**src/sstx_pkg.sv**
```systemverilog
// package of constants for the serial master transmit block
// assumes an axi4-lite master on mclk and one 8-bit serial eeprom link
// Summary of operation
// - writing holding register clears empty flag
// - holding byte moves to shift register first
// - empty flag set once byte moves to shift register
// - end flag set after last bit, nothing pending
// - stop bit 2 high halts the unit
// - divider select 011 gives clock divide sixteen
// - order select 1 shifts msb first
// - polarity 0 idles high, phase 0 early data
package sstx_pkg;
   // ----------------------------------------
   // register byte addresses
   // ----------------------------------------
   localparam logic [7:0] ADDR_DATA   = 8'h00;
   localparam logic [7:0] ADDR_MODE   = 8'h04;
   localparam logic [7:0] ADDR_CTRL   = 8'h08;
   localparam logic [7:0] ADDR_STATUS = 8'h0C;
   localparam logic [7:0] ADDR_MASK   = 8'h10;
   localparam logic [7:0] ADDR_STOP   = 8'h14;
   localparam logic [7:0] ADDR_PORT   = 8'h18;
   // ----------------------------------------
   // field positions and reset values
   // ----------------------------------------
   localparam int MODE_ORDER_BIT  = 7;
   localparam int MODE_POL_BIT    = 6;
   localparam int MODE_PHASE_BIT  = 5;
   localparam int CTRL_ENABLE_BIT = 7;
   localparam int ST_END_BIT      = 3;
   localparam int ST_EMPTY_BIT    = 2;
   localparam int STOP_UNIT_BIT   = 2;
   localparam logic [7:0] MODE_RST = 8'h83;
   localparam logic [7:0] STOP_RST = 8'hFB;
   localparam logic [2:0] DIV_SEL_16 = 3'h3;
   localparam logic [1:0] RESP_OKAY = 2'h0;
   localparam logic [1:0] RESP_SLVERR = 2'h2;
   localparam int BYTE_BITS = 8;
   typedef enum logic [1:0] {SST_IDLE, SST_LOAD, SST_SHIFT} sstx_state_t;
endpackage

```
**src/sstx_top.sv**
```systemverilog
// serial master transmit unit with axi4-lite register slave
// assumes a single mclk domain; all registers are at most 8 bits, in word lanes
//
// Chosen here: the AXI4-Lite register port and the address map.
module sstx_top (
   input  wire logic        mclk,
   input  wire logic        rst_b,
   input  wire logic        clk_en,
   input  wire logic [7:0]  s_axi_awaddr,
   input  wire logic        s_axi_awvalid,
   output logic             s_axi_awready,
   input  wire logic [31:0] s_axi_wdata,
   input  wire logic [3:0]  s_axi_wstrb,
   input  wire logic        s_axi_wvalid,
   output logic             s_axi_wready,
   output logic [1:0]       s_axi_bresp,
   output logic             s_axi_bvalid,
   input  wire logic        s_axi_bready,
   input  wire logic [7:0]  s_axi_araddr,
   input  wire logic        s_axi_arvalid,
   output logic             s_axi_arready,
   output logic [31:0]      s_axi_rdata,
   output logic [1:0]       s_axi_rresp,
   output logic             s_axi_rvalid,
   input  wire logic        s_axi_rready,
   output logic             serial_clock_pin,
   output logic             serial_data_out,
   output logic             select_port_line,
   output logic             irq
);
   // ----------------------------------------
   // registers
   // ----------------------------------------
   logic [7:0] transmit_holding_register_r;
   logic [7:0] transmit_shift_register_r;
   logic [7:0] mode_r;
   logic       transmit_enable_r;
   logic       transmit_empty_flag_r;
   logic       transmit_end_flag_r;
   logic [1:0] mask_r;
   logic [7:0] module_clock_stop_control_r;
   logic       aw_hold_r;
   logic       w_hold_r;
   logic [7:0] aw_addr_r;
   logic [31:0] w_data_r;
   logic       w_strb0_r;
   sstx_pkg::sstx_state_t state_r;
   logic [3:0] div_cnt_r;
   logic [2:0] bit_cnt_r;
   logic       half_r;
   logic       run;
   logic       wr_go;
   logic       rd_go;
   logic       wr_data;
   logic       rd_status;
   logic       tick;
   logic       last_bit;

   function automatic logic known(input logic [7:0] a);
      if (a == sstx_pkg::ADDR_DATA || a == sstx_pkg::ADDR_MODE ||
          a == sstx_pkg::ADDR_CTRL || a == sstx_pkg::ADDR_STATUS ||
          a == sstx_pkg::ADDR_MASK || a == sstx_pkg::ADDR_STOP ||
          a == sstx_pkg::ADDR_PORT)
         return 1'b1;
      else
         return 1'b0;
   endfunction

   // ----------------------------------------
   // axi4-lite handshake
   // ----------------------------------------
   // address and data latched independently, either order accepted
   assign s_axi_awready = clk_en && !aw_hold_r && !s_axi_bvalid;
   assign s_axi_wready  = clk_en && !w_hold_r && !s_axi_bvalid;
   assign s_axi_arready = clk_en && !s_axi_rvalid;
   assign wr_go = clk_en && aw_hold_r && w_hold_r && !s_axi_bvalid;
   assign rd_go = s_axi_arvalid && s_axi_arready;
   assign wr_data = wr_go && w_strb0_r && aw_addr_r == sstx_pkg::ADDR_DATA;
   assign rd_status = rd_go && s_axi_araddr == sstx_pkg::ADDR_STATUS;

   always_ff @(posedge mclk or negedge rst_b) begin
      if (!rst_b) begin
         aw_hold_r <= 1'b0;
         w_hold_r <= 1'b0;
         aw_addr_r <= 8'h00;
         w_data_r <= 32'h0000_0000;
         w_strb0_r <= 1'b0;
         s_axi_bvalid <= 1'b0;
         s_axi_bresp <= sstx_pkg::RESP_OKAY;
      end else if (clk_en) begin
         if (s_axi_awvalid && s_axi_awready) begin
            aw_hold_r <= 1'b1;
            aw_addr_r <= s_axi_awaddr;
         end
         if (s_axi_wvalid && s_axi_wready) begin
            w_hold_r <= 1'b1;
            w_data_r <= s_axi_wdata;
            w_strb0_r <= s_axi_wstrb[0];
         end
         if (wr_go) begin
            aw_hold_r <= 1'b0;
            w_hold_r <= 1'b0;
            s_axi_bvalid <= 1'b1;
            s_axi_bresp <= known(aw_addr_r) ? sstx_pkg::RESP_OKAY : sstx_pkg::RESP_SLVERR;
         end else if (s_axi_bready) begin
            s_axi_bvalid <= 1'b0;
         end
      end
   end

   // read data; a status read clears the end flag below
   always_ff @(posedge mclk or negedge rst_b) begin
      if (!rst_b) begin
         s_axi_rvalid <= 1'b0;
         s_axi_rdata <= 32'h0000_0000;
         s_axi_rresp <= sstx_pkg::RESP_OKAY;
      end else if (clk_en) begin
         if (rd_go) begin
            s_axi_rvalid <= 1'b1;
            s_axi_rresp <= sstx_pkg::RESP_OKAY;
            s_axi_rdata <= 32'h0000_0000;
            if (s_axi_araddr == sstx_pkg::ADDR_DATA)
               s_axi_rdata[7:0] <= transmit_holding_register_r;
            else if (s_axi_araddr == sstx_pkg::ADDR_MODE)
               s_axi_rdata[7:0] <= mode_r;
            else if (s_axi_araddr == sstx_pkg::ADDR_CTRL)
               s_axi_rdata[sstx_pkg::CTRL_ENABLE_BIT] <= transmit_enable_r;
            else if (s_axi_araddr == sstx_pkg::ADDR_STATUS) begin
               s_axi_rdata[sstx_pkg::ST_END_BIT] <= transmit_end_flag_r;
               s_axi_rdata[sstx_pkg::ST_EMPTY_BIT] <= transmit_empty_flag_r;
            end else if (s_axi_araddr == sstx_pkg::ADDR_MASK)
               s_axi_rdata[sstx_pkg::ST_END_BIT:sstx_pkg::ST_EMPTY_BIT] <= mask_r;
            else if (s_axi_araddr == sstx_pkg::ADDR_STOP)
               s_axi_rdata[7:0] <= module_clock_stop_control_r;
            else if (s_axi_araddr == sstx_pkg::ADDR_PORT)
               s_axi_rdata[0] <= select_port_line;
            else
               s_axi_rresp <= sstx_pkg::RESP_SLVERR;
         end else if (s_axi_rready) begin
            s_axi_rvalid <= 1'b0;
         end
      end
   end

   // ----------------------------------------
   // software registers
   // ----------------------------------------
   always_ff @(posedge mclk or negedge rst_b) begin
      if (!rst_b) begin
         transmit_holding_register_r <= 8'h00;
         mode_r <= sstx_pkg::MODE_RST;
         transmit_enable_r <= 1'b0;
         mask_r <= 2'h0;
         module_clock_stop_control_r <= sstx_pkg::STOP_RST;
         select_port_line <= 1'b1;
      end else if (clk_en && wr_go && w_strb0_r) begin
         if (aw_addr_r == sstx_pkg::ADDR_DATA)
            transmit_holding_register_r <= w_data_r[7:0];
         else if (aw_addr_r == sstx_pkg::ADDR_MODE)
            mode_r <= w_data_r[7:0];
         else if (aw_addr_r == sstx_pkg::ADDR_CTRL)
            transmit_enable_r <= w_data_r[sstx_pkg::CTRL_ENABLE_BIT];
         else if (aw_addr_r == sstx_pkg::ADDR_MASK)
            mask_r <= w_data_r[sstx_pkg::ST_END_BIT:sstx_pkg::ST_EMPTY_BIT];
         else if (aw_addr_r == sstx_pkg::ADDR_STOP)
            module_clock_stop_control_r <= w_data_r[7:0];
         else if (aw_addr_r == sstx_pkg::ADDR_PORT)
            select_port_line <= w_data_r[0];
      end
   end

   // ----------------------------------------
   // serial engine
   // ----------------------------------------
   // stop bit gates the whole engine, as a clock stop would
   assign run = clk_en && !module_clock_stop_control_r[sstx_pkg::STOP_UNIT_BIT];
   assign tick = div_cnt_r == (4'hF >> (3'h4 - mode_r[2:0]));
   assign last_bit = half_r && bit_cnt_r == 3'(sstx_pkg::BYTE_BITS - 1);

   // half-period divider: sixteen mclk per bit at the default select
   always_ff @(posedge mclk or negedge rst_b) begin
      if (!rst_b)
         div_cnt_r <= 4'h0;
      else if (run) begin
         if (state_r != sstx_pkg::SST_SHIFT || tick)
            div_cnt_r <= 4'h0;
         else
            div_cnt_r <= div_cnt_r + 4'h1;
      end
   end

   always_ff @(posedge mclk or negedge rst_b) begin
      if (!rst_b) begin
         state_r <= sstx_pkg::SST_IDLE;
         transmit_shift_register_r <= 8'h00;
         bit_cnt_r <= 3'h0;
         half_r <= 1'b0;
      end else if (run) begin
         case (state_r)
            sstx_pkg::SST_IDLE: begin
               // no start without enable; clock stays idle
               if (transmit_enable_r && !transmit_empty_flag_r && !wr_data)
                  state_r <= sstx_pkg::SST_LOAD;
            end
            sstx_pkg::SST_LOAD: begin
               transmit_shift_register_r <= transmit_holding_register_r;
               bit_cnt_r <= 3'h0;
               half_r <= 1'b0;
               state_r <= sstx_pkg::SST_SHIFT;
            end
            default: begin
               if (tick) begin
                  half_r <= !half_r;
                  if (half_r) begin
                     // msb first when order select is set, else lsb
                     if (mode_r[sstx_pkg::MODE_ORDER_BIT])
                        transmit_shift_register_r <= {transmit_shift_register_r[6:0], 1'b0};
                     else
                        transmit_shift_register_r <= {1'b0, transmit_shift_register_r[7:1]};
                     bit_cnt_r <= bit_cnt_r + 3'h1;
                     if (last_bit)
                        state_r <= sstx_pkg::SST_IDLE;
                  end
               end
            end
         endcase
      end
   end

   // clock and data pins; polarity 0 idles high, phase 0 data leads
   always_ff @(posedge mclk or negedge rst_b) begin
      if (!rst_b) begin
         serial_clock_pin <= 1'b1;
         serial_data_out <= 1'b1;
      end else if (clk_en) begin
         serial_clock_pin <= (state_r == sstx_pkg::SST_SHIFT && !half_r) ^
                             !mode_r[sstx_pkg::MODE_POL_BIT];
         serial_data_out <= mode_r[sstx_pkg::MODE_ORDER_BIT] ?
                            transmit_shift_register_r[7] : transmit_shift_register_r[0];
      end
   end

   // ----------------------------------------
   // status flags, set wins over read-clear
   // ----------------------------------------
   always_ff @(posedge mclk or negedge rst_b) begin
      if (!rst_b) begin
         transmit_empty_flag_r <= 1'b1;
         transmit_end_flag_r <= 1'b0;
      end else if (clk_en) begin
         if (wr_data)
            transmit_empty_flag_r <= 1'b0;
         else if (run && state_r == sstx_pkg::SST_LOAD)
            transmit_empty_flag_r <= 1'b1;
         if (run && tick && last_bit && transmit_empty_flag_r && !wr_data)
            transmit_end_flag_r <= 1'b1;
         else if (rd_status || (wr_data))
            transmit_end_flag_r <= 1'b0;
      end
   end

   assign irq = (transmit_end_flag_r && mask_r[1]) || (transmit_empty_flag_r && mask_r[0]);
endmodule

```
**config.mk**
```make
export PLATFORM = sky130hd
export DESIGN_NAME = sstx_top
export DESIGN_NICKNAME = d
export VERILOG_FILES = /design/src/sstx_pkg.sv /design/src/sstx_top.sv
export SDC_FILE = /design/constraint.sdc
export NUM_CORES = 1
export LEC_CHECK = 0
export BUFFER_PORTS_ARGS = -buffer_cell sky130_fd_sc_hd__buf_2
export CORE_ASPECT_RATIO = 0.9
export CORE_MARGIN = 3
export CORE_UTILIZATION = 25
export CTS_CLUSTER_DIAMETER = 30
export DETAILED_ROUTE_END_ITERATION = 8
export SLEW_MARGIN = 25
export SYNTH_ARGS = -nofsm -noshare
export SYNTH_HDL_FRONTEND = slang
export SYNTH_SLANG_ARGS = --single-unit
```
**constraint.sdc**
```tcl
create_clock -name mclk -period 4.1 [get_ports mclk]
set_input_delay 0.41 -clock mclk [delete_from_list [all_inputs] [get_ports mclk]]
set_output_delay 0.41 -clock mclk [all_outputs]
set_load 0.02 [all_outputs]
```
# After elaboration in Yosys (flattened, before gate mapping)
# Cells that the tools add are included.
# classes
n_shift,1
eq_ne,18
n_addsub,3
n_reduce_logical,79
bitwise_logic,7
n_mux,52
# ops
op,n
"8-bit by 5-bit == test with 1-bit output, second input constant",6
8-bit two-way mux,5
"8-bit by 4-bit == test with 1-bit output, second input constant",4
2-bit two-way mux,16
1-bit logical AND,28
2-bit AND reduction,11
1-bit two-way mux,20
"8-bit by 3-bit == test with 1-bit output, second input constant",2
8-bit zero test,2
8-bit one-hot mux with 2 select lines,1
2-bit nonzero test,8
7-bit two-way mux,2
4-bit two-way mux,3
5-bit AND reduction,2
1-bit zero test,9
1-bit logical OR,9
3-bit nonzero test,3
4-bit AND reduction,2
7-bit AND reduction,1
3-bit two-way mux,2
1-bit inverter,6
3-bit one-hot mux with 2 select lines,1
3-bit AND reduction,2
6-bit AND reduction,1
other kinds (13),14
# totals
reg_bits,83
out_inout_bits,45
inputBits,60

# Longest topological paths before layout
# depth
ltp_word,11
ltp_mapped,8
mapped_depth_nobuf,7

# Least setup slack after synthesis
# Ideal clock, no wire load.
# synth_timing
path_type,reg2reg
from,register mode_r[0]
to,register bit_cnt_r[0]
setup_ps,125
period_less_slack_ps,2378
arrival_ps,2253
path_stages_with_launch,9
required_time_ps,3975
slack_ps,1722
path_cell_list,dfstp_2 inv_1 ha_1 ha_1 nor3b_1 a31oi_1 o31ai_1 buf_2 mux2_2
# synth_between
elab_chain_cells,5
# synth_lines
item,line_no,rtl
"start, declared",sstx_top.sv:36,logic [7:0] mode_r;
"start signal, assigned",sstx_top.sv:151,mode_r <= sstx_pkg::MODE_RST;
"start signal, assigned",sstx_top.sv:160,mode_r <= w_data_r[7:0];
3-bit subtractor,sstx_top.sv:177,assign tick = div_cnt_r == (4'hF >> (3'h4 - mode_r[2:0]));
4-bit by 3-bit right shift with 4-bit output,sstx_top.sv:177,
4-bit == test,sstx_top.sv:177,
2-bit nonzero test (no source line),n/a,
4-bit AND reduction (no source line),n/a,
"end signal, assigned",sstx_top.sv:220,bit_cnt_r <= bit_cnt_r + 3'h1;
"end, declared",sstx_top.sv:49,logic [2:0] bit_cnt_r;
# No other way between the ends.
# A chain may end at the register's enable or synchronous reset.

# Worst setup path in the final report
# layout_timing
from,register mode_r[0]
to,register transmit_shift_register_r[6]
# layout_between
elab_chain_cells,5
# layout_lines
item,line_no,rtl
3-bit subtractor,sstx_top.sv:177,
4-bit by 3-bit right shift with 4-bit output,sstx_top.sv:177,
4-bit == test,sstx_top.sv:177,
2-bit nonzero test (no source line),n/a,
4-bit AND reduction (no source line),n/a,
"end signal, assigned",sstx_top.sv:206,transmit_shift_register_r <= transmit_holding_register_r;
"end signal, assigned",sstx_top.sv:217,"transmit_shift_register_r <= {transmit_shift_register_r[6:0], 1'b0};"
"end signal, assigned",sstx_top.sv:219,"transmit_shift_register_r <= {1'b0, transmit_shift_register_r[7:1]};"
"end, declared",sstx_top.sv:35,logic [7:0] transmit_shift_register_r;
# No other way between the ends.

==> metrics <==
initial antenna violation count=0; Post-synth EDFFs=0; power density cells=about 550 nW/um2; via count=2,912; hold_buf cts=0; Hold Crit Class=input pin to asynchronous set/reset pin; Peak VDD IR=~0.00025 V; port bufs=51; min Tclk post-route=2.57 ns; drt wl/cell=~14 um; sequential area share after synthesis=slightly below 50%; Final Setup Violations=0; number of CTS-inserted buffers=9; worst rel slew slack=51.7%; IO Count=around 110; top cell type by total area after synthesis=dfrtp_1; #FFs+latches synth=81; post-synthesis async set-or-reset flop share=between 90% and 100%; die span in y=around 130 um; Longest Clk Path Bufs=2; Post-CTS Setup Bufs=0; max-cap viol count=0; Total Routing Usage GR=between 10% and 20%; post-CTS sizing=0; Congestion Overflow GR=0; Core Area=roughly 16,000 um2; Most used DFF post-synth=dfrtp_1; crit-path max FO=11; Syn Inst Count=approximately 370; Syn Area/Cell=between 10 and 15 um2; Post-Route WL=slightly below 9 mm; CP Launch Type=register; first-pass iteration count of the detailed router=4; TritonCTS clock tree=built; diodes inserted=0; Sink Count=between 80 and 90; Netlist cell types=57; largest net degree at the start of global routing=slightly above 80; CTS root buf=clkbuf_16; setup TNS=0 ns; routed vias/inst=around 4.7; Max Slew Vio Count=0; crit path DAT=roughly 2.8 ns; vias in the first global route=between 2,000 and 3,000; Layout area overhead=16.3%; Die W=142 um; post-synth top area share=about 41%; count leader, synth=dfrtp_1; Cell Rows=43; Post-DP HPWL=between 6 and 7 mm; unrepaired setup endpoints after global routing=false; nets@finish=a little under 500; # H-tree levels=3; Clock Pin Slew Worst Setup and Hold Paths=approximately 0.06 ns; Worst Setup Path Type=register to register; outcome=completed; Worst Tran Pin Value=0.724 ns; Post-Syn Area=about 4100 um2; Final GP Congestion=about 0.8; first-pass GRT wire length=14.9 mm; Hold Slack=~0.085 ns; Antenna Nets Post-Route=0; clk_skew=~0.0074 ns; top cells by area, synth=dfrtp_1 41%, mux2_2 16%, dfstp_2 8.9%; achievable clock frequency=a little under 400 MHz; DRC viols=0; number of DRC markers in iteration 0=roughly 160; Ys Warns=0; share of cells above drive strength 1=between 30% and 40%; endpoint type of the worst setup path=register; Tcrit/Tclk final=roughly 63%; Die ar.=18,100 um2; Initial Util=between 20% and 30%; critical path data required time=around 4.3 ns; Fin. Hold Viols=0; commonest cells in the netlist=67 x dfrtp_1, 59 x mux2_2, 32 x nand2_1; Clock Latency Late Sink=about 0.34 ns; Static Leak=~2.2 nW
-- sequential cells by signal, indices dropped and copies added, names as in the netlist, 2 cells and up --
name	flops
aw_addr_r	8
bit_cnt_r	3
div_cnt_r	4
mask_r	2
mode_r	8
module_clock_stop_control_r	8
s_axi_rdata	8
state_r	2
transmit_holding_register_r	8
transmit_shift_register_r	8
w_data_r	8
-- cell families (layout without fill, tap and decap cells) --
| group | Yosys count | in the layout | share of synthesized area [%] |
|---|---|---|---|
| and+or+nand+nor | 94 | 94 | 12.5 |
| AOI/OAI and AO/OA | 66 | 66 | 10.3 |
| other | 1 | 26 | 0.0906 |
| muxes | 68 | 68 | 18.2 |
| adders and majority gates | 6 | 6 | 1.81 |
| buffers and inverters | 49 | 78 | 7.05 |
| DFF | 81 | 81 | 49.4 |
| xor gates and xnor gates | 3 | 3 | 0.635 |
-- layout make-up --
cell class              instances  area [um2]
repair buffers                 53         277
fillers                      1634       11000
well taps                     202         253
clock inverters                 7        85.1
flip-flops and latches         81        2040
clock buffers                   9         225
multi-input cells             263        1900
inverters                       9        33.8
-- stage by stage --
| step | instances | setup slack [ns] | util [%] | power, mW | area [um2] |
|---|---|---|---|---|---|
| floorplan | 393 | 1.72 | - | 1.63 | 4230 |
| global placement | 608 | 1.56 | 28.4 | 1.78 | 4500 |
| detailed placement | 608 | 1.55 | 28.4 | 1.82 | 4500 |
| CTS | 624 | 1.56 | 30.4 | 2.67 | 4810 |
| global route | 624 | 1.35 | 30.4 | 2.81 | 4810 |
| finish | 624 | 1.53 | 30.4 | 2.63 | 4810 |
-- critical path, stage by stage, from the launching register on --
cell and delay [ns]:
dfstp_2 0.57, inv_1 0.05, ha_1 0.19, ha_1 0.30, nor3b_1 0.15, a31oi_1 0.50
o31ai_1 0.19, buf_4 0.22, mux2_2 0.29
-- layer usage --
layer / track usage [%] / part of all wire (%) / vias to the layer above
met4: 3.05 / 1.4 / 0
li1: - / - / 1379
met5: 0 / 0 / -
met1: 13.1 / 45 / 1447
met3: 2.20 / 4.5 / 10
met2: 17.0 / 49 / 76
-- cell usage in the layout, fill, tap and decap left out, types with 6 or more instances in the layout --
cell | netlist | final
nor2b_1 | 8 | 8
dfrtp_1 | 67 | 67
nand2b_1 | 7 | 7
dfstp_2 | 14 | 14
o21ai_0 | 21 | 21
a21oi_1 | 12 | 12
ha_1 | 6 | 6
mux2_2 | 59 | 59
nor2_1 | 12 | 12
nand2_1 | 32 | 32
conb_1 | 1 | 26
mux2i_1 | 9 | 9
nand3_1 | 6 | 6
buf_2 | 2 | 50
clkbuf_16 | 0 | 9
inv_1 | 9 | 9
-- final timing paths --
path,startpoint,end,slack [ns],cells past startpoint
worst min-delay path,rst_b,w_data_r[4],0.09,1
worst max register to register,mode_r[0],transmit_shift_register_r[6],1.53,8
worst min register to register,s_axi_rdata[6],s_axi_rdata[6],0.48,1
worst max-delay path,mode_r[0],transmit_shift_register_r[6],1.53,8
min in group mclk,s_axi_awaddr[5],aw_addr_r[5],0.30,2
max in group asynchronous,rst_b,transmit_shift_register_r[7],3.50,1
-- power by group --
| group | internal [mW] | switching [mW] |
|---|---|---|
| sequential | 0.998 | 0.199 |
| combinational | 0.290 | 0.314 |
| clock | 0.485 | 0.345 |
| total | 1.77 | 0.857 |
No activity file was read; power rests on OpenSTA's default activity.
